$ cat src/shared/lic_pkg.sv
/*
  Constants and types of the line interface status and pulse register group.
  Assumes a 32-bit classic Wishbone bus with word-aligned registers.
*/
`default_nettype none
package lic_pkg;
  // ************************************************************
  // Bus geometry
  // ************************************************************
  localparam int ADR_W = 16;
  localparam int DAT_W = 32;
  localparam int IDX_W = 14;
  localparam int IDX_LSB = 2;
  localparam int REG_W = 8;
  localparam int SEL_LANE = 0;

  // ************************************************************
  // Register indices (byte address is four times the index)
  // ************************************************************
  localparam logic [IDX_W-1:0] IDX_LINE_CTRL = 14'h0F00;
  localparam logic [IDX_W-1:0] IDX_IRQ_MASK = 14'h0F04;
  localparam logic [IDX_W-1:0] IDX_LIVE_STAT = 14'h0F05;
  localparam logic [IDX_W-1:0] IDX_EVENT = 14'h0F06;
  localparam logic [IDX_W-1:0] IDX_CABLE = 14'h0F07;
  localparam logic [IDX_W-1:0] IDX_SEG_ONE = 14'h0F08;
  localparam logic [IDX_W-1:0] IDX_SEG_TWO = 14'h0F09;

  // ************************************************************
  // Fields and reset values
  // ************************************************************
  localparam int FLAG_W = 2;
  localparam int BIT_PATTERN = 0;
  localparam int BIT_SIGNAL_LOSS = 1;
  localparam int EQC_W = 5;
  localparam int CABLE_W = 6;
  localparam int SEG_W = 7;
  localparam int MAG_W = 6;
  localparam logic [EQC_W-1:0] RST_EQC = 5'h00;
  localparam logic [FLAG_W-1:0] RST_FLAGS = 2'h0;
  localparam logic [SEG_W-1:0] RST_SEG = 7'h00;
  localparam logic [CABLE_W-1:0] RST_CABLE = 6'h00;
  localparam logic [DAT_W-1:0] RST_DAT = 32'h0000_0000;
  // Equalizer code that selects arbitrary pulse shaping
  localparam logic [EQC_W-1:0] EQC_ARBITRARY = 5'h1F;

  typedef struct packed {
    logic sign;
    logic [MAG_W-1:0] mag;
  } lic_seg_t;

  function automatic lic_seg_t lic_split_seg(input logic [SEG_W-1:0] v);
    lic_split_seg = v;
  endfunction : lic_split_seg
endpackage : lic_pkg
`default_nettype wire

$ cat src/shared/lic_reg_if.sv
/*
  Decoded register access strobes between the bus port and the register core.
  Assumes both ends run on the same clock.
*/
`timescale 1ns/1ns
`default_nettype none
interface lic_reg_if;
  import lic_pkg::*;
  logic acc_stb;
  logic rd_stb;
  logic wr_stb;
  logic lane_ok;
  logic ack;
  logic [IDX_W-1:0] index;
  logic [DAT_W-1:0] wdata;
  modport port (output acc_stb, rd_stb, wr_stb, lane_ok, ack, index, wdata);
  modport core (input acc_stb, rd_stb, wr_stb, lane_ok, ack, index, wdata);
endinterface : lic_reg_if
`default_nettype wire

$ cat src/rtl/lic_line_regs.sv
/*
  Line interface status and pulse shape register group, Wishbone slave top.
  Assumes one clock, an asynchronous active-low reset and async line inputs.
*/
// Register access over Wishbone is this design's own decision.
`timescale 1ns/1ns
`default_nettype none
module lic_line_regs
  import lic_pkg::*;
(
  input wire logic ref_clk,
  input wire logic rst_b,
  input wire logic wb_cyc_i,
  input wire logic wb_stb_i,
  input wire logic wb_we_i,
  input wire logic [ADR_W-1:0] wb_adr_i,
  input wire logic [3:0] wb_sel_i,
  input wire logic [DAT_W-1:0] wb_dat_i,
  output logic [DAT_W-1:0] wb_dat_o,
  output logic wb_ack_o,
  output logic irq,
  input wire logic signal_loss_live,
  input wire logic pattern_lock_live,
  input wire logic [CABLE_W-1:0] cable_attenuation_code,
  output logic [EQC_W-1:0] equalizer_control_field,
  output logic arbitrary_mode,
  output logic [SEG_W-1:0] pulse_segment_one,
  output logic [SEG_W-1:0] pulse_segment_two,
  output logic seg_one_sign,
  output logic [MAG_W-1:0] seg_one_mag,
  output logic seg_two_sign,
  output logic [MAG_W-1:0] seg_two_mag
);

  // ************************************************************
  // Reset release
  // ************************************************************
  logic rst_meta_reg;
  logic rst_n_sync;

  // Async assert, synchronous release avoids recovery hazards
  always_ff @(posedge ref_clk or negedge rst_b) begin
    if (!rst_b) begin
      rst_meta_reg <= 1'b0;
      rst_n_sync <= 1'b0;
    end else begin
      rst_meta_reg <= 1'b1;
      rst_n_sync <= rst_meta_reg;
    end
  end

  // ************************************************************
  // Bus port and line status inputs
  // ************************************************************
  lic_reg_if bus ();

  lic_wb_port u_port (
    .ref_clk(ref_clk),
    .rst_n_sync(rst_n_sync),
    .wb_cyc_i(wb_cyc_i),
    .wb_stb_i(wb_stb_i),
    .wb_we_i(wb_we_i),
    .wb_adr_i(wb_adr_i),
    .wb_sel_i(wb_sel_i),
    .wb_dat_i(wb_dat_i),
    .bus(bus)
  );

  logic [FLAG_W-1:0] live_raw;
  logic [FLAG_W-1:0] live_q;
  logic [FLAG_W-1:0] change;

  assign live_raw[BIT_SIGNAL_LOSS] = signal_loss_live;
  assign live_raw[BIT_PATTERN] = pattern_lock_live;

  lic_change_det u_det (
    .ref_clk(ref_clk),
    .rst_n_sync(rst_n_sync),
    .live_raw(live_raw),
    .live_q(live_q),
    .change(change)
  );

  // Multi-bit code is sampled through two flops; the cable attenuation code
  // changes slowly, so a torn sample lasts one cycle at most.
  logic [CABLE_W-1:0] cable_meta_reg;
  logic [CABLE_W-1:0] cable_reg;

  always_ff @(posedge ref_clk or negedge rst_n_sync) begin
    if (!rst_n_sync) begin
      cable_meta_reg <= RST_CABLE;
      cable_reg <= RST_CABLE;
    end else begin
      cable_meta_reg <= cable_attenuation_code;
      cable_reg <= cable_meta_reg;
    end
  end

  // ************************************************************
  // Address decode
  // ************************************************************
  function automatic logic lic_hit(input logic [IDX_W-1:0] idx,
                                   input logic [IDX_W-1:0] target);
    lic_hit = (idx == target);
  endfunction : lic_hit

  wire wr_lane = bus.wr_stb & bus.lane_ok;
  wire wr_ctrl = wr_lane & lic_hit(bus.index, IDX_LINE_CTRL);
  wire wr_mask = wr_lane & lic_hit(bus.index, IDX_IRQ_MASK);
  wire wr_event = wr_lane & lic_hit(bus.index, IDX_EVENT);
  wire wr_seg_one = wr_lane & lic_hit(bus.index, IDX_SEG_ONE);
  wire wr_seg_two = wr_lane & lic_hit(bus.index, IDX_SEG_TWO);
  wire rd_event = bus.rd_stb & lic_hit(bus.index, IDX_EVENT);

  // ************************************************************
  // Control and pulse shape registers
  // ************************************************************
  logic [EQC_W-1:0] eqc_reg;
  logic [FLAG_W-1:0] mask_reg;
  logic [SEG_W-1:0] seg_one_reg;
  logic [SEG_W-1:0] seg_two_reg;

  always_ff @(posedge ref_clk or negedge rst_n_sync) begin
    if (!rst_n_sync) begin
      eqc_reg <= RST_EQC;
      mask_reg <= RST_FLAGS;
      seg_one_reg <= RST_SEG;
      seg_two_reg <= RST_SEG;
    end else begin
      if (wr_ctrl) begin
        eqc_reg <= bus.wdata[EQC_W-1:0];
      end
      if (wr_mask) begin
        mask_reg <= bus.wdata[FLAG_W-1:0];
      end
      if (wr_seg_one) begin
        seg_one_reg <= bus.wdata[SEG_W-1:0];
      end
      if (wr_seg_two) begin
        seg_two_reg <= bus.wdata[SEG_W-1:0];
      end
    end
  end

  // ************************************************************
  // Change event flags
  // ************************************************************
  logic [FLAG_W-1:0] flag_reg;
  logic [FLAG_W-1:0] flag_next;
  logic [FLAG_W-1:0] rd_clear;
  logic [FLAG_W-1:0] wr_clear;

  // A read clears only the flags shown in the captured read word
  assign rd_clear = rd_event ? wb_dat_o[FLAG_W-1:0] : RST_FLAGS;
  assign wr_clear = wr_event ? bus.wdata[FLAG_W-1:0] : RST_FLAGS;
  // Set wins over clear so no edge is lost
  assign flag_next = (flag_reg & ~(rd_clear | wr_clear)) | change;

  always_ff @(posedge ref_clk or negedge rst_n_sync) begin
    if (!rst_n_sync) begin
      flag_reg <= RST_FLAGS;
    end else begin
      flag_reg <= flag_next;
    end
  end

  // ************************************************************
  // Read data
  // ************************************************************
  logic [DAT_W-1:0] rdata;
  logic [DAT_W-1:0] dat_reg;
  logic [DAT_W-1:0] dat_next;

  // Unmapped indices read as zero and ignore writes
  always_comb begin
    rdata = RST_DAT;
    unique case (1'b1)
      lic_hit(bus.index, IDX_LINE_CTRL): rdata[EQC_W-1:0] = eqc_reg;
      lic_hit(bus.index, IDX_IRQ_MASK): rdata[FLAG_W-1:0] = mask_reg;
      lic_hit(bus.index, IDX_LIVE_STAT): rdata[FLAG_W-1:0] = live_q;
      lic_hit(bus.index, IDX_EVENT): rdata[FLAG_W-1:0] = flag_reg;
      lic_hit(bus.index, IDX_CABLE): rdata[CABLE_W-1:0] = cable_reg;
      lic_hit(bus.index, IDX_SEG_ONE): rdata[SEG_W-1:0] = seg_one_reg;
      lic_hit(bus.index, IDX_SEG_TWO): rdata[SEG_W-1:0] = seg_two_reg;
      default: rdata = RST_DAT;
    endcase
  end

  assign dat_next = bus.acc_stb ? rdata : dat_reg;

  always_ff @(posedge ref_clk or negedge rst_n_sync) begin
    if (!rst_n_sync) begin
      dat_reg <= RST_DAT;
    end else begin
      dat_reg <= dat_next;
    end
  end

  assign wb_dat_o = dat_reg;
  assign wb_ack_o = bus.ack;

  // ************************************************************
  // Interrupt
  // ************************************************************
  logic irq_reg;

  always_ff @(posedge ref_clk or negedge rst_n_sync) begin
    if (!rst_n_sync) begin
      irq_reg <= 1'b0;
    end else begin
      irq_reg <= |(flag_reg & mask_reg);
    end
  end

  assign irq = irq_reg;

  // ************************************************************
  // Transmit pulse segments
  // ************************************************************
  // Segments only take effect once software picks arbitrary shaping
  wire arb_sel = (eqc_reg == EQC_ARBITRARY);
  lic_seg_t seg_one_f;
  lic_seg_t seg_two_f;
  logic arb_reg;
  logic [SEG_W-1:0] out_one_reg;
  logic [SEG_W-1:0] out_two_reg;
  lic_seg_t f_one_reg;
  lic_seg_t f_two_reg;

  assign seg_one_f = lic_split_seg(arb_sel ? seg_one_reg : RST_SEG);
  assign seg_two_f = lic_split_seg(arb_sel ? seg_two_reg : RST_SEG);

  always_ff @(posedge ref_clk or negedge rst_n_sync) begin
    if (!rst_n_sync) begin
      arb_reg <= 1'b0;
      out_one_reg <= RST_SEG;
      out_two_reg <= RST_SEG;
      f_one_reg <= RST_SEG;
      f_two_reg <= RST_SEG;
    end else begin
      arb_reg <= arb_sel;
      out_one_reg <= arb_sel ? seg_one_reg : RST_SEG;
      out_two_reg <= arb_sel ? seg_two_reg : RST_SEG;
      f_one_reg <= seg_one_f;
      f_two_reg <= seg_two_f;
    end
  end

  assign equalizer_control_field = eqc_reg;
  assign arbitrary_mode = arb_reg;
  assign pulse_segment_one = out_one_reg;
  assign pulse_segment_two = out_two_reg;
  assign seg_one_sign = f_one_reg.sign;
  assign seg_one_mag = f_one_reg.mag;
  assign seg_two_sign = f_two_reg.sign;
  assign seg_two_mag = f_two_reg.mag;

  // ************************************************************
  // Assertions
  // ************************************************************
  property p_loss_flag_set;
    @(posedge ref_clk) disable iff (!rst_n_sync)
      change[BIT_SIGNAL_LOSS] |=> flag_reg[BIT_SIGNAL_LOSS];
  endproperty
  a_loss_flag_set: assert property (p_loss_flag_set)
    else $error("loss change flag not set");

  property p_lock_flag_set;
    @(posedge ref_clk) disable iff (!rst_n_sync)
      $changed(live_q[BIT_PATTERN]) |-> ##[0:1] flag_reg[BIT_PATTERN];
  endproperty
  a_lock_flag_set: assert property (p_lock_flag_set)
    else $error("pattern change flag not set");

  property p_live_read;
    @(posedge ref_clk) disable iff (!rst_n_sync)
      bus.acc_stb && lic_hit(bus.index, IDX_LIVE_STAT)
      |=> wb_dat_o[BIT_SIGNAL_LOSS] == $past(live_q[BIT_SIGNAL_LOSS]);
  endproperty
  a_live_read: assert property (p_live_read)
    else $error("live loss state misread");

  property p_cable_read;
    @(posedge ref_clk) disable iff (!rst_n_sync)
      bus.acc_stb && lic_hit(bus.index, IDX_CABLE)
      |=> wb_dat_o == {26'h0, $past(cable_reg)} ##1 wb_ack_o == 1'b0;
  endproperty
  a_cable_read: assert property (p_cable_read)
    else $error("cable code misread");

  property p_seg_one_out;
    @(posedge ref_clk) disable iff (!rst_n_sync)
      wr_seg_one && arb_sel && !wr_ctrl
      |=> ##1 pulse_segment_one == $past(bus.wdata[SEG_W-1:0], 2);
  endproperty
  a_seg_one_out: assert property (p_seg_one_out)
    else $error("segment one not applied");

  property p_seg_two_idle;
    @(posedge ref_clk) disable iff (!rst_n_sync)
      !arb_sel |=> pulse_segment_two == RST_SEG && !arbitrary_mode;
  endproperty
  a_seg_two_idle: assert property (p_seg_two_idle)
    else $error("segment two active outside arbitrary mode");

  property p_seg_two_out;
    @(posedge ref_clk) disable iff (!rst_n_sync)
      arb_sel |=> pulse_segment_two == $past(seg_two_reg);
  endproperty
  a_seg_two_out: assert property (p_seg_two_out)
    else $error("segment two not applied");

  property p_sign_mag;
    @(posedge ref_clk) disable iff (!rst_n_sync)
      arb_sel |=> seg_one_sign == $past(seg_one_reg[SEG_W-1])
        && seg_one_mag == $past(seg_one_reg[MAG_W-1:0])
        && seg_two_sign == $past(seg_two_reg[SEG_W-1])
        && seg_two_mag == $past(seg_two_reg[MAG_W-1:0]);
  endproperty
  a_sign_mag: assert property (p_sign_mag)
    else $error("sign or magnitude split wrong");

  property p_read_keeps_new;
    @(posedge ref_clk) disable iff (!rst_n_sync)
      rd_event && change[BIT_SIGNAL_LOSS] |=> flag_reg[BIT_SIGNAL_LOSS];
  endproperty
  a_read_keeps_new: assert property (p_read_keeps_new)
    else $error("event lost during read");

  property p_read_clears;
    @(posedge ref_clk) disable iff (!rst_n_sync)
      rd_event && wb_dat_o[BIT_PATTERN] && !change[BIT_PATTERN]
      |=> !flag_reg[BIT_PATTERN];
  endproperty
  a_read_clears: assert property (p_read_clears)
    else $error("captured flag not cleared");

  property p_ack_pulse;
    @(posedge ref_clk) disable iff (!rst_n_sync)
      wb_cyc_i && wb_stb_i && !wb_ack_o |=> wb_ack_o ##1 !wb_ack_o;
  endproperty
  a_ack_pulse: assert property (p_ack_pulse)
    else $error("ack not a single cycle");

  property p_irq;
    @(posedge ref_clk) disable iff (!rst_n_sync)
      ##1 irq == |($past(flag_reg) & $past(mask_reg));
  endproperty
  a_irq: assert property (p_irq)
    else $error("interrupt level wrong");

  c_read_event: cover property (@(posedge ref_clk) disable iff (!rst_n_sync)
    rd_event && wb_dat_o[BIT_SIGNAL_LOSS]);
  c_arb_mode: cover property (@(posedge ref_clk) disable iff (!rst_n_sync)
    $rose(arbitrary_mode));
  c_irq: cover property (@(posedge ref_clk) disable iff (!rst_n_sync)
    $rose(irq));
  c_race: cover property (@(posedge ref_clk) disable iff (!rst_n_sync)
    rd_event && |change);

endmodule : lic_line_regs
`default_nettype wire

$ cat src/rtl/lic_wb_port.sv
/*
  Classic Wishbone slave front end: registered ack, one wait state.
  Assumes the master holds its request until it samples ack.
*/
`timescale 1ns/1ns
`default_nettype none
module lic_wb_port
  import lic_pkg::*;
(
  input wire logic ref_clk,
  input wire logic rst_n_sync,
  input wire logic wb_cyc_i,
  input wire logic wb_stb_i,
  input wire logic wb_we_i,
  input wire logic [ADR_W-1:0] wb_adr_i,
  input wire logic [3:0] wb_sel_i,
  input wire logic [DAT_W-1:0] wb_dat_i,
  lic_reg_if.port bus
);
  logic ack_reg;
  logic ack_next;
  wire req = wb_cyc_i & wb_stb_i;

  // Ack drops after one cycle so back-to-back cycles see a gap
  assign ack_next = req & ~ack_reg;
  assign bus.ack = ack_reg;
  assign bus.acc_stb = req & ~ack_reg;
  assign bus.rd_stb = req & ack_reg & ~wb_we_i;
  assign bus.wr_stb = req & ack_reg & wb_we_i;
  assign bus.lane_ok = wb_sel_i[SEL_LANE];
  assign bus.index = wb_adr_i[ADR_W-1:IDX_LSB];
  assign bus.wdata = wb_dat_i;

  always_ff @(posedge ref_clk or negedge rst_n_sync) begin
    if (!rst_n_sync) begin
      ack_reg <= 1'b0;
    end else begin
      ack_reg <= ack_next;
    end
  end
endmodule : lic_wb_port
`default_nettype wire

$ cat src/rtl/lic_change_det.sv
/*
  Two-flop synchroniser and change detector for the live line status bits.
  Assumes inputs are asynchronous levels from the receive line logic.
*/
`timescale 1ns/1ns
`default_nettype none
module lic_change_det
  import lic_pkg::*;
(
  input wire logic ref_clk,
  input wire logic rst_n_sync,
  input wire logic [FLAG_W-1:0] live_raw,
  output logic [FLAG_W-1:0] live_q,
  output logic [FLAG_W-1:0] change
);
  logic [FLAG_W-1:0] meta_reg;
  logic [FLAG_W-1:0] sync_reg;
  logic [FLAG_W-1:0] prev_reg;

  assign live_q = sync_reg;
  assign change = sync_reg ^ prev_reg;

  always_ff @(posedge ref_clk or negedge rst_n_sync) begin
    if (!rst_n_sync) begin
      meta_reg <= RST_FLAGS;
      sync_reg <= RST_FLAGS;
      prev_reg <= RST_FLAGS;
    end else begin
      meta_reg <= live_raw;
      sync_reg <= meta_reg;
      prev_reg <= sync_reg;
    end
  end
endmodule : lic_change_det
`default_nettype wire

$ cat config.mk
export PLATFORM = sky130hd
export DESIGN_NAME = lic_line_regs
export DESIGN_NICKNAME = d
export VERILOG_FILES = /design/src/shared/lic_pkg.sv /design/src/shared/lic_reg_if.sv /design/src/rtl/lic_line_regs.sv /design/src/rtl/lic_wb_port.sv /design/src/rtl/lic_change_det.sv
export SDC_FILE = /design/constraint.sdc
export NUM_CORES = 1
export LEC_CHECK = 0
export BUFFER_PORTS_ARGS = -buffer_cell sky130_fd_sc_hd__buf_2
export CAP_MARGIN = 20
export CORE_MARGIN = 5
export CORE_UTILIZATION = 30
export CTS_CLUSTER_SIZE = 24
export DETAILED_ROUTE_END_ITERATION = 10
export GPL_TIMING_DRIVEN = 0
export PLACE_DENSITY_LB_ADDON = 0.05
export SLEW_MARGIN = 20
export SYNTH_ARGS = -nofsm -noshare
export SYNTH_HDL_FRONTEND = slang
export SYNTH_SLANG_ARGS = --single-unit
$ cat constraint.sdc
create_clock -name ref_clk -period 2.4 [get_ports ref_clk]
set_input_delay 0.24 -clock ref_clk [delete_from_list [all_inputs] [get_ports ref_clk]]
set_output_delay 0.24 -clock ref_clk [all_outputs]
set_load 0.02 [all_outputs]
==> parameters.txt <==
Parameter                              Value

Clock network
  Root buffer selected by CTS ... sky130_fd_sc_hd__clkbuf_8
  # resized after CTS ... 0
  CTS Buffer Depth ... 2
  H-tree lvl count ... 3
  TritonCTS Buffers ... 9
  Latest clock arrival within the worst-skew pair ... 340 ps
  Clock tree from TritonCTS ... yes
  Sinks on the clock net ... 67
  Register clock-pin slew on the reported worst setup and hold paths ... 70 ps

Finish
  Commonest cells after routing, fill and taps aside ... sky130_fd_sc_hd__buf_2 (75), sky130_fd_sc_hd__dfrtp_1 (66), sky130_fd_sc_hd__buf_4 (39)
  ANT cells ... 0
  Synthesis-to-layout area growth ... 32.9%
  Fraction of layout instances using a drive strength above 1 ... 0.430
  Most common library cell in the layout ignoring fill and taps ... sky130_fd_sc_hd__buf_2
  Design area ... 3910 um2
  Final-stage net count ... ~430
  Post-Layout Cell Count ... 498

Power and ir drop
  Net Sw Power ... 548 uW
  Areal power density over the cells ... between 600 and 700 nW/um2
  Int Power ... 1.86 mW
  Sequential Power Share ... 0.486
  Total design power ... 2.40 mW
  Peak ir drop on the vdd network ... 0.000329 V
  Leakage power ... about 2.1 nW
  Part of the power in combinational logic ... 0.089
  Proportion of power drawn by the clock network ... 0.425
  Switching power share of the total ... 0.228

STA
  Tmin final ... 1830 ps
  Pin slew with the least headroom to its limit ... 655 ps
  Maximum clock frequency ... 547 MHz
  Setup Skew ... 10.5 ps
  Relative slew slack ... 0.562
  Final Cycle Share ... 0.762
  Total Negative Setup Slacks ... 0 ps
  Final slew viol count ... 0
  Hold WS ... 155 ps
  Number of hold-slack violations in the final timing report ... 0
  RSZ-0062 raised after global routing ... no
  Final number of setup-violating endpoints ... 0

Yosys
  Count of mapped cells out of synthesis ... 241
  Largest cells by area after synthesis ... sky130_fd_sc_hd__dfrtp_1 (57%), sky130_fd_sc_hd__buf_4 (10%), sky130_fd_sc_hd__mux2_2 (8.8%)
  Mux share of post-synthesis cell area ... 0.112
  Area share of fa/ha/maj cells after synthesis ... 0
  Avg Synthesized Cell Area ... 12.2 um2
  Cell area after technology mapping ... a little under 3000 um2
  Area share of and/or/nand/nor cells after synthesis ... 0.129
  Complex-gate fraction of the synthesized area ... 0.0643
  Part of the Yosys area used for sequential elements ... 0.571
  XOR/XNOR Fraction of Synth Area ... 0.00596
  Most area-hungry cell type in the Yosys netlist ... sky130_fd_sc_hd__dfrtp_1
  Fraction of synthesized cell area taken by the top area cell type ... 0.571
  Register bit count reported by yosys ... 67
  Total of warnings raised by yosys ... 0
  Main combinational cell family by area after synthesis ... simple AND/OR/NAND/NOR gates
  Netlist cell types ... 38

Min path
  Number of cells on the worst hold path ... 2
  Worst min-delay path category ... in -> reg

Drt
  Drt first pass iters ... 4
  Total via count in the routed design ... 2048
  DR iter-0 viols ... 86
  Detail-routed via count per cell ... 4.11
  Wirelength, routed ... between 6000 and 7000 um
  Total DRC errors in the routed layout ... 0
  Routed length per placed instance ... 13.6 um
  Remaining antenna violation count after routing ... 0

Worst setup path
  Critical path required time ... 2620 ps
  Reg2Reg Depth ... 5
  FF-to-FF Start ... u_port.bus.ack
  CP peak stage delay ... 540 ps
  Category of the worst setup path capture point ... register
  Internal reg-to-reg setup slack ... 740 ps
  Endpoint arrival time on the critical path ... 2040 ps
  Critical Path Start ... wb_adr_i[7]
  Worst Setup Start Kind ... primary input
  Cell repeated most along the worst path ... sky130_fd_sc_hd__buf_2
  Critical path start-end classification ... in -> reg
  Critical Path, Cell by Cell ... buf_2 -> or4_4 -> nor4_4 -> and3_1 -> buf_2 -> mux2_2
  CP Capture Point ... equalizer_control_field[1]
  Reg2reg end ... equalizer_control_field[1]
  Crit Path Max Fanout ... 7
  Cell with the largest stage delay on the worst path ... sky130_fd_sc_hd__or4_4

Global routing
  Overall overflow remaining after global route ... 0
  Wire length of the first global-routing pass ... 11000 um
  Initial antenna violation count ... 0
  Vias in the first global route ... 2060
  Largest net degree at the start of global routing ... 56
  Overall routing resource usage ... 0.122

Place
  Final RePlAce weighted congestion ... 0.745
  Post-detailed-placement cell area ... 3600 um2
  Dpl cells ... 473
  Estimated wirelength of the detail-placed design ... 5200 um
  Number of buffers added on ports ... 74

Floorplanning
  Rows ... 36
  Area of the core region ... 9680 um2
  Vertical die dimension ... ~110 um
  Die Width ... 109 um
  Num ports ... 133
  Die footprint ... around 12000 um2
  Effective utilization at floorplan ... 0.303

Outcome
  Outcome ... finished, final reports clean

Run
  Max-cap violations ... 0
-- worst min-delay path by stage --
stage	startpoint	end	slack, ps
2_1_floorplan	rst_b	rst_meta_reg	-60
6_report	wb_dat_i[5]	seg_two_reg[5]	160
5_1_grt	wb_dat_i[5]	seg_two_reg[5]	140
3_3_place_gp	rst_b	rst_meta_reg	30
3_5_place_dp	rst_b	rst_meta_reg	30
4_1_cts	wb_dat_i[5]	seg_two_reg[5]	140
-- logic make-up after synthesis --
group / after synthesis
AO/OA/AOI/OAI: 26
XOR/XNOR: 2
buffers and inverters: 51
flip-flops: 67
multiplexers: 30
other: 2
AND/OR/NAND/NOR: 63
-- metal layers --
metal  track usage  share of wire  routed length (um)
met1         0.163           0.46                3120
met3        0.0397          0.067                 453
met2         0.187           0.46                3120
met5             0              0                   0
met4        0.0406          0.013                  85
-- timing repair --
item | 4_1_cts | 5_1_grt
setup buffers | 0 | 0
endpoints found under the hold margin | 10 | 0
hold buffers | 9 | 0
-- cell type report --
type	instances	area, um2
fillers	958	5780
flip-flops and latches	67	1680
multi-input cells	147	1010
repair buffers	84	488
plain buffers	48	328
well taps	133	166
clock buffers	12	145
clock inverters	4	73.8
inverters	3	11.3
-- per-stage QoR --
step | util | worst slack [ps]
after CTS | 0.403 | 557
after global routing | 0.403 | 470
after global placement | 0.368 | -454
final | 0.403 | 571
after floorplan | - | 396
after detailed placement | 0.371 | 198
-- critical path: cells and delay by family --
family                 cells  cell delay, ps
buffers and inverters      2             290
AND/OR/NAND/NOR            3            1160
multiplexers               1             350
-- power by group through the flow --
stage                     clock network (mW)  logic [mW]  registers (mW)
after floorplan                            0       0.115            1.21
after global placement                     0       0.180            1.21
after detailed placement                   0       0.204            1.19
after CTS                               1.06       0.215            1.17
after global routing                    1.11       0.237            1.17
final                                   1.02       0.213            1.17
-- cell usage after synthesis --
master and n:
sky130_fd_sc_hd__a211oi_1 2, sky130_fd_sc_hd__a21oi_1 4, sky130_fd_sc_hd__a221oi_1 1, sky130_fd_sc_hd__a22o_1 6, sky130_fd_sc_hd__a2bb2oi_1 1, sky130_fd_sc_hd__a311oi_1 1
sky130_fd_sc_hd__a31oi_1 2, sky130_fd_sc_hd__a32oi_1 2, sky130_fd_sc_hd__and2_1 15, sky130_fd_sc_hd__and3_1 2, sky130_fd_sc_hd__and3b_1 2, sky130_fd_sc_hd__buf_2 1
sky130_fd_sc_hd__buf_4 39, sky130_fd_sc_hd__clkbuf_1 8, sky130_fd_sc_hd__conb_1 2, sky130_fd_sc_hd__dfrtp_1 67, sky130_fd_sc_hd__inv_1 3, sky130_fd_sc_hd__mux2_2 23
sky130_fd_sc_hd__mux2i_1 7, sky130_fd_sc_hd__nand2_1 6, sky130_fd_sc_hd__nand2b_1 3, sky130_fd_sc_hd__nand3_1 6, sky130_fd_sc_hd__nand3_2 1, sky130_fd_sc_hd__nand3b_1 3
sky130_fd_sc_hd__nand4_1 2, sky130_fd_sc_hd__nand4_2 1, sky130_fd_sc_hd__nor2_1 12, sky130_fd_sc_hd__nor2b_1 2, sky130_fd_sc_hd__nor3_1 3, sky130_fd_sc_hd__nor3b_1 1
sky130_fd_sc_hd__nor4_4 1, sky130_fd_sc_hd__o211a_1 1, sky130_fd_sc_hd__o21ai_0 4, sky130_fd_sc_hd__o31ai_1 2, sky130_fd_sc_hd__or3_1 1, sky130_fd_sc_hd__or4_1 1
sky130_fd_sc_hd__or4_4 1, sky130_fd_sc_hd__xor2_1 2
No activity file was read; power rests on OpenSTA's default activity.
